===== src/include/smrw_cfg.svh =====
`ifndef SMRW_CFG_SVH
`define SMRW_CFG_SVH
// ==========================================
// geometry and widths
`define SMRW_NUM_CS 6
`define SMRW_CSW 3
`define SMRW_SETW 8
`define SMRW_PULW 9
`define SMRW_CYCW 10
// ==========================================
// data bus width codes
`define SMRW_DBW_8 2'h0
`define SMRW_DBW_16 2'h1
`define SMRW_DBW_32 2'h2
`endif


===== src/include/smrw_pkg.sv =====
package smrw_pkg;
   typedef enum logic [1:0]
   {
      SMRW_IDLE = 2'b00,
      SMRW_RUN = 2'b01,
      SMRW_DONE = 2'b10
   } smrw_state_t;
endpackage : smrw_pkg


===== src/design/smrw_wave_gen.sv =====
`timescale 1ns/1ps
`include "smrw_cfg.svh"
// per chip select read/write waveform generator for a static memory port
module smrw_wave_gen
(
   // clock and reset
   input wire logic core_clk,
   input wire logic arst_n,
   // request side
   input wire logic req_valid,
   output logic req_ready,
   input wire logic req_write,
   input wire logic [`SMRW_CSW-1:0] req_cs,
   input wire logic [25:0] req_addr,
   input wire logic [31:0] req_wdata,
   input wire logic [3:0] req_be,
   output logic done_pulse,
   output logic [31:0] rd_data,
   // per chip select timing, flattened by chip select
   input wire logic [`SMRW_NUM_CS*`SMRW_SETW-1:0] rd_strobe_setup,
   input wire logic [`SMRW_NUM_CS*`SMRW_PULW-1:0] rd_strobe_pulse,
   input wire logic [`SMRW_NUM_CS*`SMRW_CYCW-1:0] rd_cycle_len,
   input wire logic [`SMRW_NUM_CS*`SMRW_SETW-1:0] cs_read_setup,
   input wire logic [`SMRW_NUM_CS*`SMRW_PULW-1:0] cs_read_pulse,
   input wire logic [`SMRW_NUM_CS*`SMRW_SETW-1:0] wr_strobe_setup,
   input wire logic [`SMRW_NUM_CS*`SMRW_PULW-1:0] wr_strobe_pulse,
   input wire logic [`SMRW_NUM_CS*`SMRW_CYCW-1:0] wr_cycle_len,
   input wire logic [`SMRW_NUM_CS*`SMRW_SETW-1:0] cs_write_setup,
   input wire logic [`SMRW_NUM_CS*`SMRW_PULW-1:0] cs_write_pulse,
   // per chip select mode bits
   input wire logic [`SMRW_NUM_CS-1:0] read_mode,
   input wire logic [`SMRW_NUM_CS-1:0] write_mode,
   input wire logic [`SMRW_NUM_CS-1:0] byte_write_mode,
   input wire logic [`SMRW_NUM_CS*2-1:0] data_width,
   // memory pins
   output logic [25:0] mem_addr,
   output logic [`SMRW_NUM_CS-1:0] chip_sel_n,
   output logic rd_strobe_n,
   output logic wr_strobe_n,
   output logic byte_wr_lane0_n,
   output logic byte_wr_lane1_n,
   output logic byte_wr_lane2_n,
   output logic byte_wr_lane3_n,
   output logic byte_sel_lane0_n,
   output logic byte_sel_lane1_n,
   output logic byte_sel_lane2_n,
   output logic byte_sel_lane3_n,
   input wire logic [31:0] mem_data_in,
   output logic [31:0] mem_data_out,
   output logic mem_data_oe
);
   // ==========================================
   // selected parameter set, chosen per chip select
   smrw_pkg::smrw_state_t state_q;
   smrw_pkg::smrw_state_t state_d;
   logic [`SMRW_CSW-1:0] cs_q;
   logic wr_q;
   logic [`SMRW_CYCW-1:0] cnt_q;
   logic [`SMRW_CYCW-1:0] cnt_d;
   logic [25:0] addr_q;
   logic [3:0] be_q;
   logic [31:0] wdata_q;
   logic [31:0] rdata_q;
   logic done_q;
   logic [`SMRW_SETW-1:0] st_setup;
   logic [`SMRW_PULW-1:0] st_pulse;
   logic [`SMRW_SETW-1:0] cs_setup;
   logic [`SMRW_PULW-1:0] cs_pulse;
   logic [`SMRW_CYCW-1:0] cyc_len;
   logic ctl_mode;
   logic bw_mode;
   logic [1:0] dbw;
   // per chip select selection of timing, never compared across strobes
   assign st_setup = wr_q ? wr_strobe_setup[cs_q*`SMRW_SETW +: `SMRW_SETW]
                          : rd_strobe_setup[cs_q*`SMRW_SETW +: `SMRW_SETW];
   assign st_pulse = wr_q ? wr_strobe_pulse[cs_q*`SMRW_PULW +: `SMRW_PULW]
                          : rd_strobe_pulse[cs_q*`SMRW_PULW +: `SMRW_PULW];
   assign cs_setup = wr_q ? cs_write_setup[cs_q*`SMRW_SETW +: `SMRW_SETW]
                          : cs_read_setup[cs_q*`SMRW_SETW +: `SMRW_SETW];
   assign cs_pulse = wr_q ? cs_write_pulse[cs_q*`SMRW_PULW +: `SMRW_PULW]
                          : cs_read_pulse[cs_q*`SMRW_PULW +: `SMRW_PULW];
   assign cyc_len = wr_q ? wr_cycle_len[cs_q*`SMRW_CYCW +: `SMRW_CYCW]
                         : rd_cycle_len[cs_q*`SMRW_CYCW +: `SMRW_CYCW];
   assign ctl_mode = wr_q ? write_mode[cs_q] : read_mode[cs_q];
   assign bw_mode = byte_write_mode[cs_q];
   assign dbw = data_width[cs_q*2 +: 2];

   // ==========================================
   // phase windows inside the cycle; hold is whatever is left of the cycle
   logic running;
   logic st_active;
   logic cs_active;
   logic [`SMRW_CYCW-1:0] st_end;
   logic [`SMRW_CYCW-1:0] cs_end;
   logic last_cnt;
   logic sample_now;
   logic drive_now;
   assign running = (state_q == smrw_pkg::SMRW_RUN);
   assign st_end = `SMRW_CYCW'(st_setup) + `SMRW_CYCW'(st_pulse);
   assign cs_end = `SMRW_CYCW'(cs_setup) + `SMRW_CYCW'(cs_pulse);
   assign st_active = running && (cnt_q >= `SMRW_CYCW'(st_setup))
                      && (cnt_q < st_end);
   assign cs_active = running && (cnt_q >= `SMRW_CYCW'(cs_setup))
                      && (cnt_q < cs_end);
   assign last_cnt = running && (cnt_q == cyc_len - `SMRW_CYCW'(1));
   // drivers on from end of setup of the governing strobe until cycle end
   assign drive_now = wr_q && running &&
                      (cnt_q >= `SMRW_CYCW'(ctl_mode ? st_setup : cs_setup));

   // ==========================================
   // back-to-back: a next access can be accepted in the done state, but the strobes
   // still return high for that cycle because nothing runs in the done state
   logic accept;
   assign req_ready = (state_q == smrw_pkg::SMRW_IDLE) ||
                      (state_q == smrw_pkg::SMRW_DONE);
   assign accept = req_valid && req_ready;

   // ==========================================
   // sequencer
   always_comb
   begin
      state_d = state_q;
      cnt_d = cnt_q;
      case (state_q)
         smrw_pkg::SMRW_IDLE, smrw_pkg::SMRW_DONE:
         begin
            state_d = accept ? smrw_pkg::SMRW_RUN : smrw_pkg::SMRW_IDLE;
            cnt_d = '0;
         end
         smrw_pkg::SMRW_RUN:
         begin
            if (last_cnt)
            begin
               state_d = smrw_pkg::SMRW_DONE;
               cnt_d = '0;
            end
            else
            begin
               cnt_d = cnt_q + `SMRW_CYCW'(1);
            end
         end
         default:
         begin
            state_d = smrw_pkg::SMRW_IDLE;
            cnt_d = '0;
         end
      endcase
   end

   // state and counter
   always_ff @(posedge core_clk or negedge arst_n)
   begin
      if (!arst_n)
      begin
         state_q <= smrw_pkg::SMRW_IDLE;
         cnt_q <= '0;
      end
      else
      begin
         state_q <= state_d;
         cnt_q <= cnt_d;
      end
   end

   // request capture; address held for the whole cycle
   always_ff @(posedge core_clk or negedge arst_n)
   begin
      if (!arst_n)
      begin
         cs_q <= '0;
         wr_q <= 1'b0;
         addr_q <= '0;
         be_q <= '0;
         wdata_q <= '0;
      end
      else if (accept)
      begin
         cs_q <= req_cs;
         wr_q <= req_write;
         addr_q <= req_addr;
         be_q <= req_be;
         wdata_q <= req_wdata;
      end
   end

   // read data capture on the governing strobe edge
   always_ff @(posedge core_clk or negedge arst_n)
   begin
      if (!arst_n)
      begin
         rdata_q <= '0;
      end
      else if (sample_now)
      begin
         rdata_q <= mem_data_in;
      end
   end

   // completion strobe after the pins have finished, so a zero-hold capture is in
   always_ff @(posedge core_clk or negedge arst_n)
   begin
      if (!arst_n)
      begin
         done_q <= 1'b0;
      end
      else
      begin
         done_q <= (state_q == smrw_pkg::SMRW_DONE);
      end
   end

   // ==========================================
   // pin outputs, registered to keep them glitch free
   logic [25:0] addr_pin_d;
   logic [3:0] bsel_d;
   logic [3:0] bwr_d;
   logic [`SMRW_NUM_CS-1:0] cs_d;
   logic rd_d;
   logic we_d;
   logic oe_d;
   logic [25:0] addr_pin_q;
   logic [3:0] bsel_q;
   logic [3:0] bwr_q;
   logic [`SMRW_NUM_CS-1:0] cs_pin_q;
   logic rd_pin_q;
   logic we_pin_q;
   logic oe_q;
   logic [31:0] dout_q;
   logic [25:0] addr_trim;
   // width trimming: low address bits unused on wider buses
   assign addr_trim = (dbw == `SMRW_DBW_32) ? {addr_q[25:2], 2'b00} :
                      (dbw == `SMRW_DBW_16) ? {addr_q[25:1], 1'b0} : addr_q;
   // address stays between cycles so zero hold does not glitch it
   assign addr_pin_d = running ? addr_trim : addr_pin_q;
   // byte selects change with the address only, high when idle or in byte write mode
   assign bsel_d = (running && !bw_mode) ? ~be_q : 4'hf;
   // byte write lanes copy the write strobe timing
   assign bwr_d = (running && wr_q && bw_mode && st_active) ? ~be_q : 4'hf;
   assign we_d = !(wr_q && !bw_mode && st_active);
   assign rd_d = !(!wr_q && st_active);
   assign cs_d = cs_active ? ~(`SMRW_NUM_CS'(1) << cs_q) : {`SMRW_NUM_CS{1'b1}};
   assign oe_d = drive_now;
   // capture where the governing pin register goes high; pins lag the count by
   // one clock, so sampling from the count would cut a one-cycle pulse short
   logic st_pin_rise;
   logic cs_pin_rise;
   assign st_pin_rise = !rd_pin_q && rd_d;
   assign cs_pin_rise = !cs_pin_q[cs_q] && cs_d[cs_q];
   assign sample_now = !wr_q && (ctl_mode ? st_pin_rise : cs_pin_rise);

   // pin registers
   always_ff @(posedge core_clk or negedge arst_n)
   begin
      if (!arst_n)
      begin
         addr_pin_q <= '0;
         bsel_q <= 4'hf;
         bwr_q <= 4'hf;
         cs_pin_q <= {`SMRW_NUM_CS{1'b1}};
         rd_pin_q <= 1'b1;
         we_pin_q <= 1'b1;
         oe_q <= 1'b0;
         dout_q <= '0;
      end
      else
      begin
         addr_pin_q <= addr_pin_d;
         bsel_q <= bsel_d;
         bwr_q <= bwr_d;
         cs_pin_q <= cs_d;
         rd_pin_q <= rd_d;
         we_pin_q <= we_d;
         oe_q <= oe_d;
         dout_q <= wr_q ? wdata_q : dout_q;
      end
   end

   // ==========================================
   // outputs
   assign mem_addr = addr_pin_q;
   assign chip_sel_n = cs_pin_q;
   assign rd_strobe_n = rd_pin_q;
   assign wr_strobe_n = we_pin_q;
   assign byte_sel_lane0_n = bsel_q[0];
   assign byte_sel_lane1_n = bsel_q[1];
   assign byte_sel_lane2_n = bsel_q[2];
   assign byte_sel_lane3_n = bsel_q[3];
   assign byte_wr_lane0_n = bwr_q[0];
   assign byte_wr_lane1_n = bwr_q[1];
   assign byte_wr_lane2_n = bwr_q[2];
   assign byte_wr_lane3_n = bwr_q[3];
   assign mem_data_out = dout_q;
   assign mem_data_oe = oe_q;
   assign rd_data = rdata_q;
   assign done_pulse = done_q;
endmodule : smrw_wave_gen


===== config.mk =====
export PLATFORM = sky130hd
export DESIGN_NAME = smrw_wave_gen
export DESIGN_NICKNAME = d
export VERILOG_FILES = /design/src/include/smrw_pkg.sv /design/src/design/smrw_wave_gen.sv
export VERILOG_INCLUDE_DIRS = /design/src /design/src/include
export SDC_FILE = /design/constraint.sdc
export NUM_CORES = 1
export LEC_CHECK = 0
export ABC_AREA = 1
export BUFFER_PORTS_ARGS = -buffer_cell sky130_fd_sc_hd__clkbuf_2
export CORE_AREA = 2 2 298 300
export CTS_CLUSTER_SIZE = 8
export DETAILED_ROUTE_END_ITERATION = 12
export DIE_AREA = 0 0 300 302
export MAX_ROUTING_LAYER = met4
export PLACE_DENSITY_LB_ADDON = 0.15
export SYNTH_ARGS = -nofsm -noshare
export SYNTH_HDL_FRONTEND = slang
export SYNTH_SLANG_ARGS = --single-unit

===== constraint.sdc =====
create_clock -name core_clk -period 5.86 [get_ports core_clk]
set_clock_uncertainty 0.2 [all_clocks]
set_input_delay 1.172 -clock core_clk [delete_from_list [all_inputs] [get_ports core_clk]]
set_output_delay 1.172 -clock core_clk [all_outputs]
set_load 0.1 [all_outputs]

* After elaboration in Yosys (flattened, before gate mapping)
Index checks and enable logic that the tools add are counted.
Operators by class: equality and inequality tests 6, order comparisons 6, shifts and indexed selects 12, multiplexer cells 28, reductions and logical operators 26, $mul 2, $add $sub $neg 4, bitwise operators 2
Operators with widths (count):
- 54-bit by 8-bit indexed part select with 9-bit output | 4
- 48-bit by 7-bit indexed part select with 8-bit output | 4
- 60-bit by 8-bit indexed part select with 10-bit output | 2
- 10-bit by 8-bit >= comparator with 1-bit output | 3
- 10-bit 2-to-1 mux | 3
- 8-bit 2-to-1 mux | 3
- 8-bit by 9-bit adder with 10-bit output | 2
- 10-bit less-than comparator | 2
- 9-bit 2-to-1 mux | 2
- 1-bit logical AND | 17
- 1-bit binary-select mux with 3-bit select | 5
- 12-bit by 5-bit indexed part select with 2-bit output | 1
- 10-bit by 1-bit adder with 10-bit output (second input constant) | 1
- 10-bit == test | 1
- 10-bit by 1-bit subtractor with 10-bit output (second input constant) | 1
- 1-bit 2-to-1 mux | 9
- 4-bit 2-to-1 mux | 2
- 3-bit by 4-bit multiplier with 7-bit output (second input constant) | 1
- 1-bit logical NOT | 6
- 3-bit by 3-bit multiplier with 6-bit output (second input constant) | 1
- 6-bit 2-to-1 mux | 1
- 6-bit NOT | 1
- 1-bit by 3-bit left shift with 6-bit output (first input constant) | 1
- 2-bit by 1-bit == test with 1-bit output (second input constant) | 2
- 9 further kinds | 11
Word-level totals: output and inout bits 109, input bits 659, register bits 186, word-level logic and storage cells 103

* Depth between registers and ports, before layout
depth after elaboration 12, gate-level depth with buffers 35, mapped depth without buffers 30

* Worst setup path before layout
No wires, ideal clock.
path type flip-flop to flip-flop, start point register cs_q[0], end point register rdata_q[10] (netlist: rd_data[10]), buffers on the path 6, arrival 4870 ps, stages on the path, launching flop included 30, clock period less this slack 5136 ps, required time 5593 ps, slack 724 ps, library setup time 67 ps, cell sequence dfrtp_1 > buf_4 > nor2_2 > buf_2 > buf_2 > buf_2 > clkbuf_1 > a211oi_1 > o31ai_1 > ha_1 > inv_1 > fa_1 > o21ai_0 > a21oi_1 > o21bai_1 > nand2_1 > nand2_1 > a21oi_1 > xnor2_1 > ha_1 > and3_1 > nand2_1 > nor4_1 > nor2_1 > nand2_1 > o2111ai_1 > nand2_2 > clkbuf_1 > nand4_1 > nand2_1
On the way: word-level cells in the longest chain between the ends 12, elaborated cells between the ends (all ways) 42, classes of those cells 2 x add/sub; 1 x mul; 4 x order compare; 9 x shift; 15 x mux; 1 x bitwise; 10 x reduce/logical
RTL lines:
- from (decl) | line smrw_wave_gen.sv:56 | logic [`SMRW_CSW-1:0] cs_q;
- from (signal assigned) | line smrw_wave_gen.sv:178 | cs_q <= req_cs;
- 3-bit by 4-bit multiplier with 7-bit output (no source line)
- 54-bit by 8-bit indexed part select with 9-bit output (on tied branches) | line smrw_wave_gen.sv:81, smrw_wave_gen.sv:80
- 9-bit 2-to-1 mux | line smrw_wave_gen.sv:80 | assign cs_pulse = wr_q ? cs_write_pulse[cs_q*`SMRW_PULW +: `SMRW_PULW]
- 8-bit by 9-bit adder with 10-bit output (no source line)
- 10-bit less-than comparator | line smrw_wave_gen.sv:104 | && (cnt_q < cs_end);
- 1-bit logical AND | line smrw_wave_gen.sv:103 | assign cs_active = running && (cnt_q >= `SMRW_CYCW'(cs_setup))
- 6-bit 2-to-1 mux | line smrw_wave_gen.sv:241 | assign cs_d = cs_active ? ~(`SMRW_NUM_CS'(1) << cs_q) : {`SMRW_NUM_CS{1'b1}};
- 1-bit binary-select mux with 3-bit select | line smrw_wave_gen.sv:248 | assign cs_pin_rise = !cs_pin_q[cs_q] && cs_d[cs_q];
- 1-bit 2-to-1 mux (implied by the code) | line smrw_wave_gen.sv:248
- 1-bit logical AND | line smrw_wave_gen.sv:248
- 1-bit 2-to-1 mux (*) | line smrw_wave_gen.sv:249 | assign sample_now = !wr_q && (ctl_mode ? st_pin_rise : cs_pin_rise);
- 1-bit logical AND (*) | line smrw_wave_gen.sv:249
- to (signal assigned) | line smrw_wave_gen.sv:195 | rdata_q <= mem_data_in;
- to (decl) | line smrw_wave_gen.sv:63 | logic [31:0] rdata_q;
Every way passes the cells marked *; elsewhere a longest branch is shown, timed or not. The select of a mux whose other input is x is not followed. A chain may end at the register's enable or synchronous reset.

* Final worst setup path
start point register cs_q[0], end point register rdata_q[24] (netlist: rd_data[24])
The elaborated chain is that of the path after synthesis.

==> key figures <==
Floorplanning
  – Die area: 0.0906 mm^2
  – Die span in y: 302 um
  – Core Box Area: 0.0876 mm^2
  – Die X-Extent: 300 um
  – Io pins: 768
  – Row count: 109
  – Initial core utilization: 15.7%

Worst hold path
  – Type of the most critical hold path: flop to flop

Cells and area
  – Storage element area: 0.00468 mm^2
  – Commonest non-fill, non-tap cell in the layout: clkbuf_2
  – Layout area overhead: 46.4%
  – Final Cell Area: 0.0201 mm^2
  – Footprint of the multi-input gates: 0.00824 mm^2
  – Final net count: 3344
  – Layout cells sized above 1: 39.3%
  – Fill cell count: 9974
  – Commonest non-fill, non-tap cells in the layout: clkbuf_2 (766), nand2_1 (590), dfrtp_1 (166), nor2_1 (139), o21ai_0 (102)

Power and ir drop
  – P_leak: 0.0104 uW
  – Final Power: 13900 uW
  – Maximum VDD drop: 0.000374 V
  – Sequential Power Share: 16.7%
  – Power Density: 692 mW/mm^2
  – Clock network power share: 8.7%
  – Switching Share: 59.6%
  – Logic pwr share: 74.6%
  – Pint: 5630 uW
  – NetSw: 8310 uW

GRT
  – M3 GR Usage: 4.20%
  – GR Util All Layers: 17.1%
  – Met2 global-route usage: 29.2%
  – GRT met1 Usage: 19.7%
  – Grt ovf: 0
  – Number of global-route vias before repair: 16571
  – Initial antenna violation count: 14
  – Largest net degree at the start of global routing: 115
  – Busiest layer in global routing: met2
  – Global-route wire length before repair: 111000 um

Synthesis
  – Ys flop type: dfrtp_1
  – Synth top area share: 30.9%
  – Yosys reg bits: 186
  – Biggest area consumer among synthesized cells: dfrtp_1
  – Async S/R FF share, synth: 100%
  – Syn Inst Count: 1881
  – Syn Nets: 2602
  – Synthesized cell area: 0.0138 mm^2
  – Sequential share of the synthesized area: 34.0%
  – EDFF count, synth: 0
  – Mean post-synth cell area: 7.31 um^2
  – Largest cells by area after synthesis: dfrtp_1 (31%), nand2_1 (16%), ha_1 (5.5%)
  – Netlist cell types: 51
  – Ys Warns: 0

Detailed routing
  – First-pass DRT Iterations: 5
  – Drt wl/cell: 21.1 um
  – Total wire length: 80400 um
  – DRT iter0 DRCs: 1084
  – Drt via density: 4.32
  – Remaining DRCs: 0
  – Post-route ant nets: 0
  – Via count: 16477

Clock tree
  – Post-CTS Hold Buffers: 0
  – Later-pin clock latency in the skew report: 0.48 ns
  – Clock root buffer: clkbuf_16
  – Clk slew on worst S/H paths: 0.07 ns
  – CTS Buf Count: 17
  – Max Buffers Root-to-Sink: 2
  – # clock sinks: 186
  – H-tree Lvls: 4
  – CTS tree: yes

STA
  – Period utilisation layout: 92.5%
  – Fin crit period: 5.42 ns
  – F_max: 185 MHz
  – # setup viols final: 0
  – Final hold vios: 0
  – Slew @ Worst Pin: 1.02 ns
  – Max transition margin: 32.1%
  – Max-slew violation count: 0

Placed design
  – PortBufs: 767
  – Placed Area: 0.0192 mm^2
  – Routability cong.: 0.941
  – Post-DP HPWL: 63500 um

Setup path
  – CP max stage delay: 0.43 ns
  – WP data required: 6.03 ns
  – WS Path Type: flop to flop
  – Worst path arrival time: 5.59 ns
  – CP endpoint kind: flop
  – Most common cell on crit path: nand2_1
  – Startpoint types: flop
  – Crit-path slowest cell: dfrtp_2
  – Crit-path max FO: 20

Job
  – Max-Cap Viols: 0

Status
  – Status: complete, no violations
[per-stage QoR]
step            TNS, ns  setup slack, ns  hold WS (ns)  util (%)  cells
5_1_grt        -0.00268         -0.00268         0.238      23.0   3811
3_3_place_gp      -5.32           -0.199         0.203      21.9   3759
6_report              0            0.441         0.215      23.0   3811
2_1_floorplan         0            0.724         0.192         -   1881
3_5_place_dp      -8.17           -0.276         0.209      21.9   3759
4_1_cts               0           0.0576         0.218      22.6   3790
[cell type report]
class | count | area share (%)
diodes | 11 | 0.137
clock buffers | 19 | 2.25
clock inverters | 12 | 0.696
inverters | 95 | 1.83
multi-input cells | 1473 | 40.9
flip-flops and latches | 186 | 23.3
well taps | 1165 | 7.24
repair buffers | 850 | 23.7
[power groups by stage]
stage	logic (uW)	registers, uW	clock network, uW
2_1_floorplan	4690	4550	0
3_3_place_gp	10000	2340	0
3_5_place_dp	10100	2350	0
4_1_cts	10100	2340	1280
5_1_grt	11400	2420	1320
6_report	10400	2330	1220
[final timing paths]
kind | startpoint | slack, ns | depth (start not counted) | endpoint
hold / removal | be_q[3] | 0.22 | 1 | bsel_q[3]
setup / recovery | cs_q[0] | 0.44 | 32 | rd_data[24]
hold reg to reg | be_q[3] | 0.22 | 1 | bsel_q[3]
min in group asynchronous | arst_n | 0.62 | 1 | wdata_q[17]
setup reg to reg | cs_q[0] | 0.44 | 32 | rd_data[24]
max in group asynchronous | arst_n | 3.71 | 2 | bwr_q[1]
[state kept, by name, summed over array words and instances, names as in the netlist]
name          cells
addr_q           26
be_q              4
bsel_q            4
bwr_q             4
chip_sel_n        6
cnt_q            10
cs_q              3
done_pulse        1
mem_addr         26
mem_data_oe       1
mem_data_out     32
rd_data          32
rd_strobe_n       1
state_q           2
wdata_q          32
wr_q              1
wr_strobe_n       1
[synthesized netlist by cell type, types with 3 or more instances]
master	n
xnor2_1	10
nor4_1	3
nor3_1	7
buf_4	5
dfrtp_1	170
a211oi_1	39
buf_6	12
a221oi_1	3
o21ai_1	13
clkbuf_1	52
xor2_1	13
buf_2	41
nand2_1	593
buf_1	17
nand2_2	10
mux2_2	62
nand4_1	38
a22o_1	32
nor2_2	3
nor2_4	3
or2_2	4
inv_1	86
o22ai_1	18
nand3_1	98
ha_1	60
a22oi_1	29
dfstp_2	16
inv_2	6
o31ai_1	16
o21ai_0	113
a21oi_1	100
a31oi_1	3
o211ai_1	17
nor3_2	10
o221ai_1	16
nor2_1	140
[metal layers]
| layer | routed length (um) | vias up |
|---|---|---|
| met1 | 32300 | 7904 |
| met3 | 5170 | 83 |
| met5 | 0 | - |
| li1 | - | 7908 |
| met2 | 40800 | 582 |
| met4 | 2160 | 0 |
[worst max-delay path, delay by kind of cell, from the launching register on]
kind / cells / cell delay [ns]
flops: 1 / 0.43
simple gates: 13 / 1.60
fa+ha+maj: 2 / 0.60
compound gates: 7 / 1.09
buf+inv: 10 / 1.38
[repair_timing]
| action | in CTS | in global routing |
|---|---|---|
| setup endpoints to repair | 36 | 38 |
| setup buffers | 0 | 6 |
| gates resized for setup | 7 | 46 |
| gates cloned | 0 | 4 |
| pin swaps | 1 | 8 |
| endpoints found under the hold margin | 0 | 0 |
[cell families (layout without fill, tap and decap cells)]
family / after synthesis / count (layout) / share of synthesized area [%]
and+or+nand+nor: 918 / 918 / 27.9
AOI/OAI and AO/OA: 408 / 408 / 18.5
buffers and inverters: 222 / 976 / 7.26
DFF: 186 / 186 / 34.0
adders and majority gates: 62 / 62 / 5.75
muxes: 62 / 62 / 5.08
xor gates and xnor gates: 23 / 23 / 1.46
other: 0 / 11 / 0
Note: power is estimated with default switching activity, not from simulation.
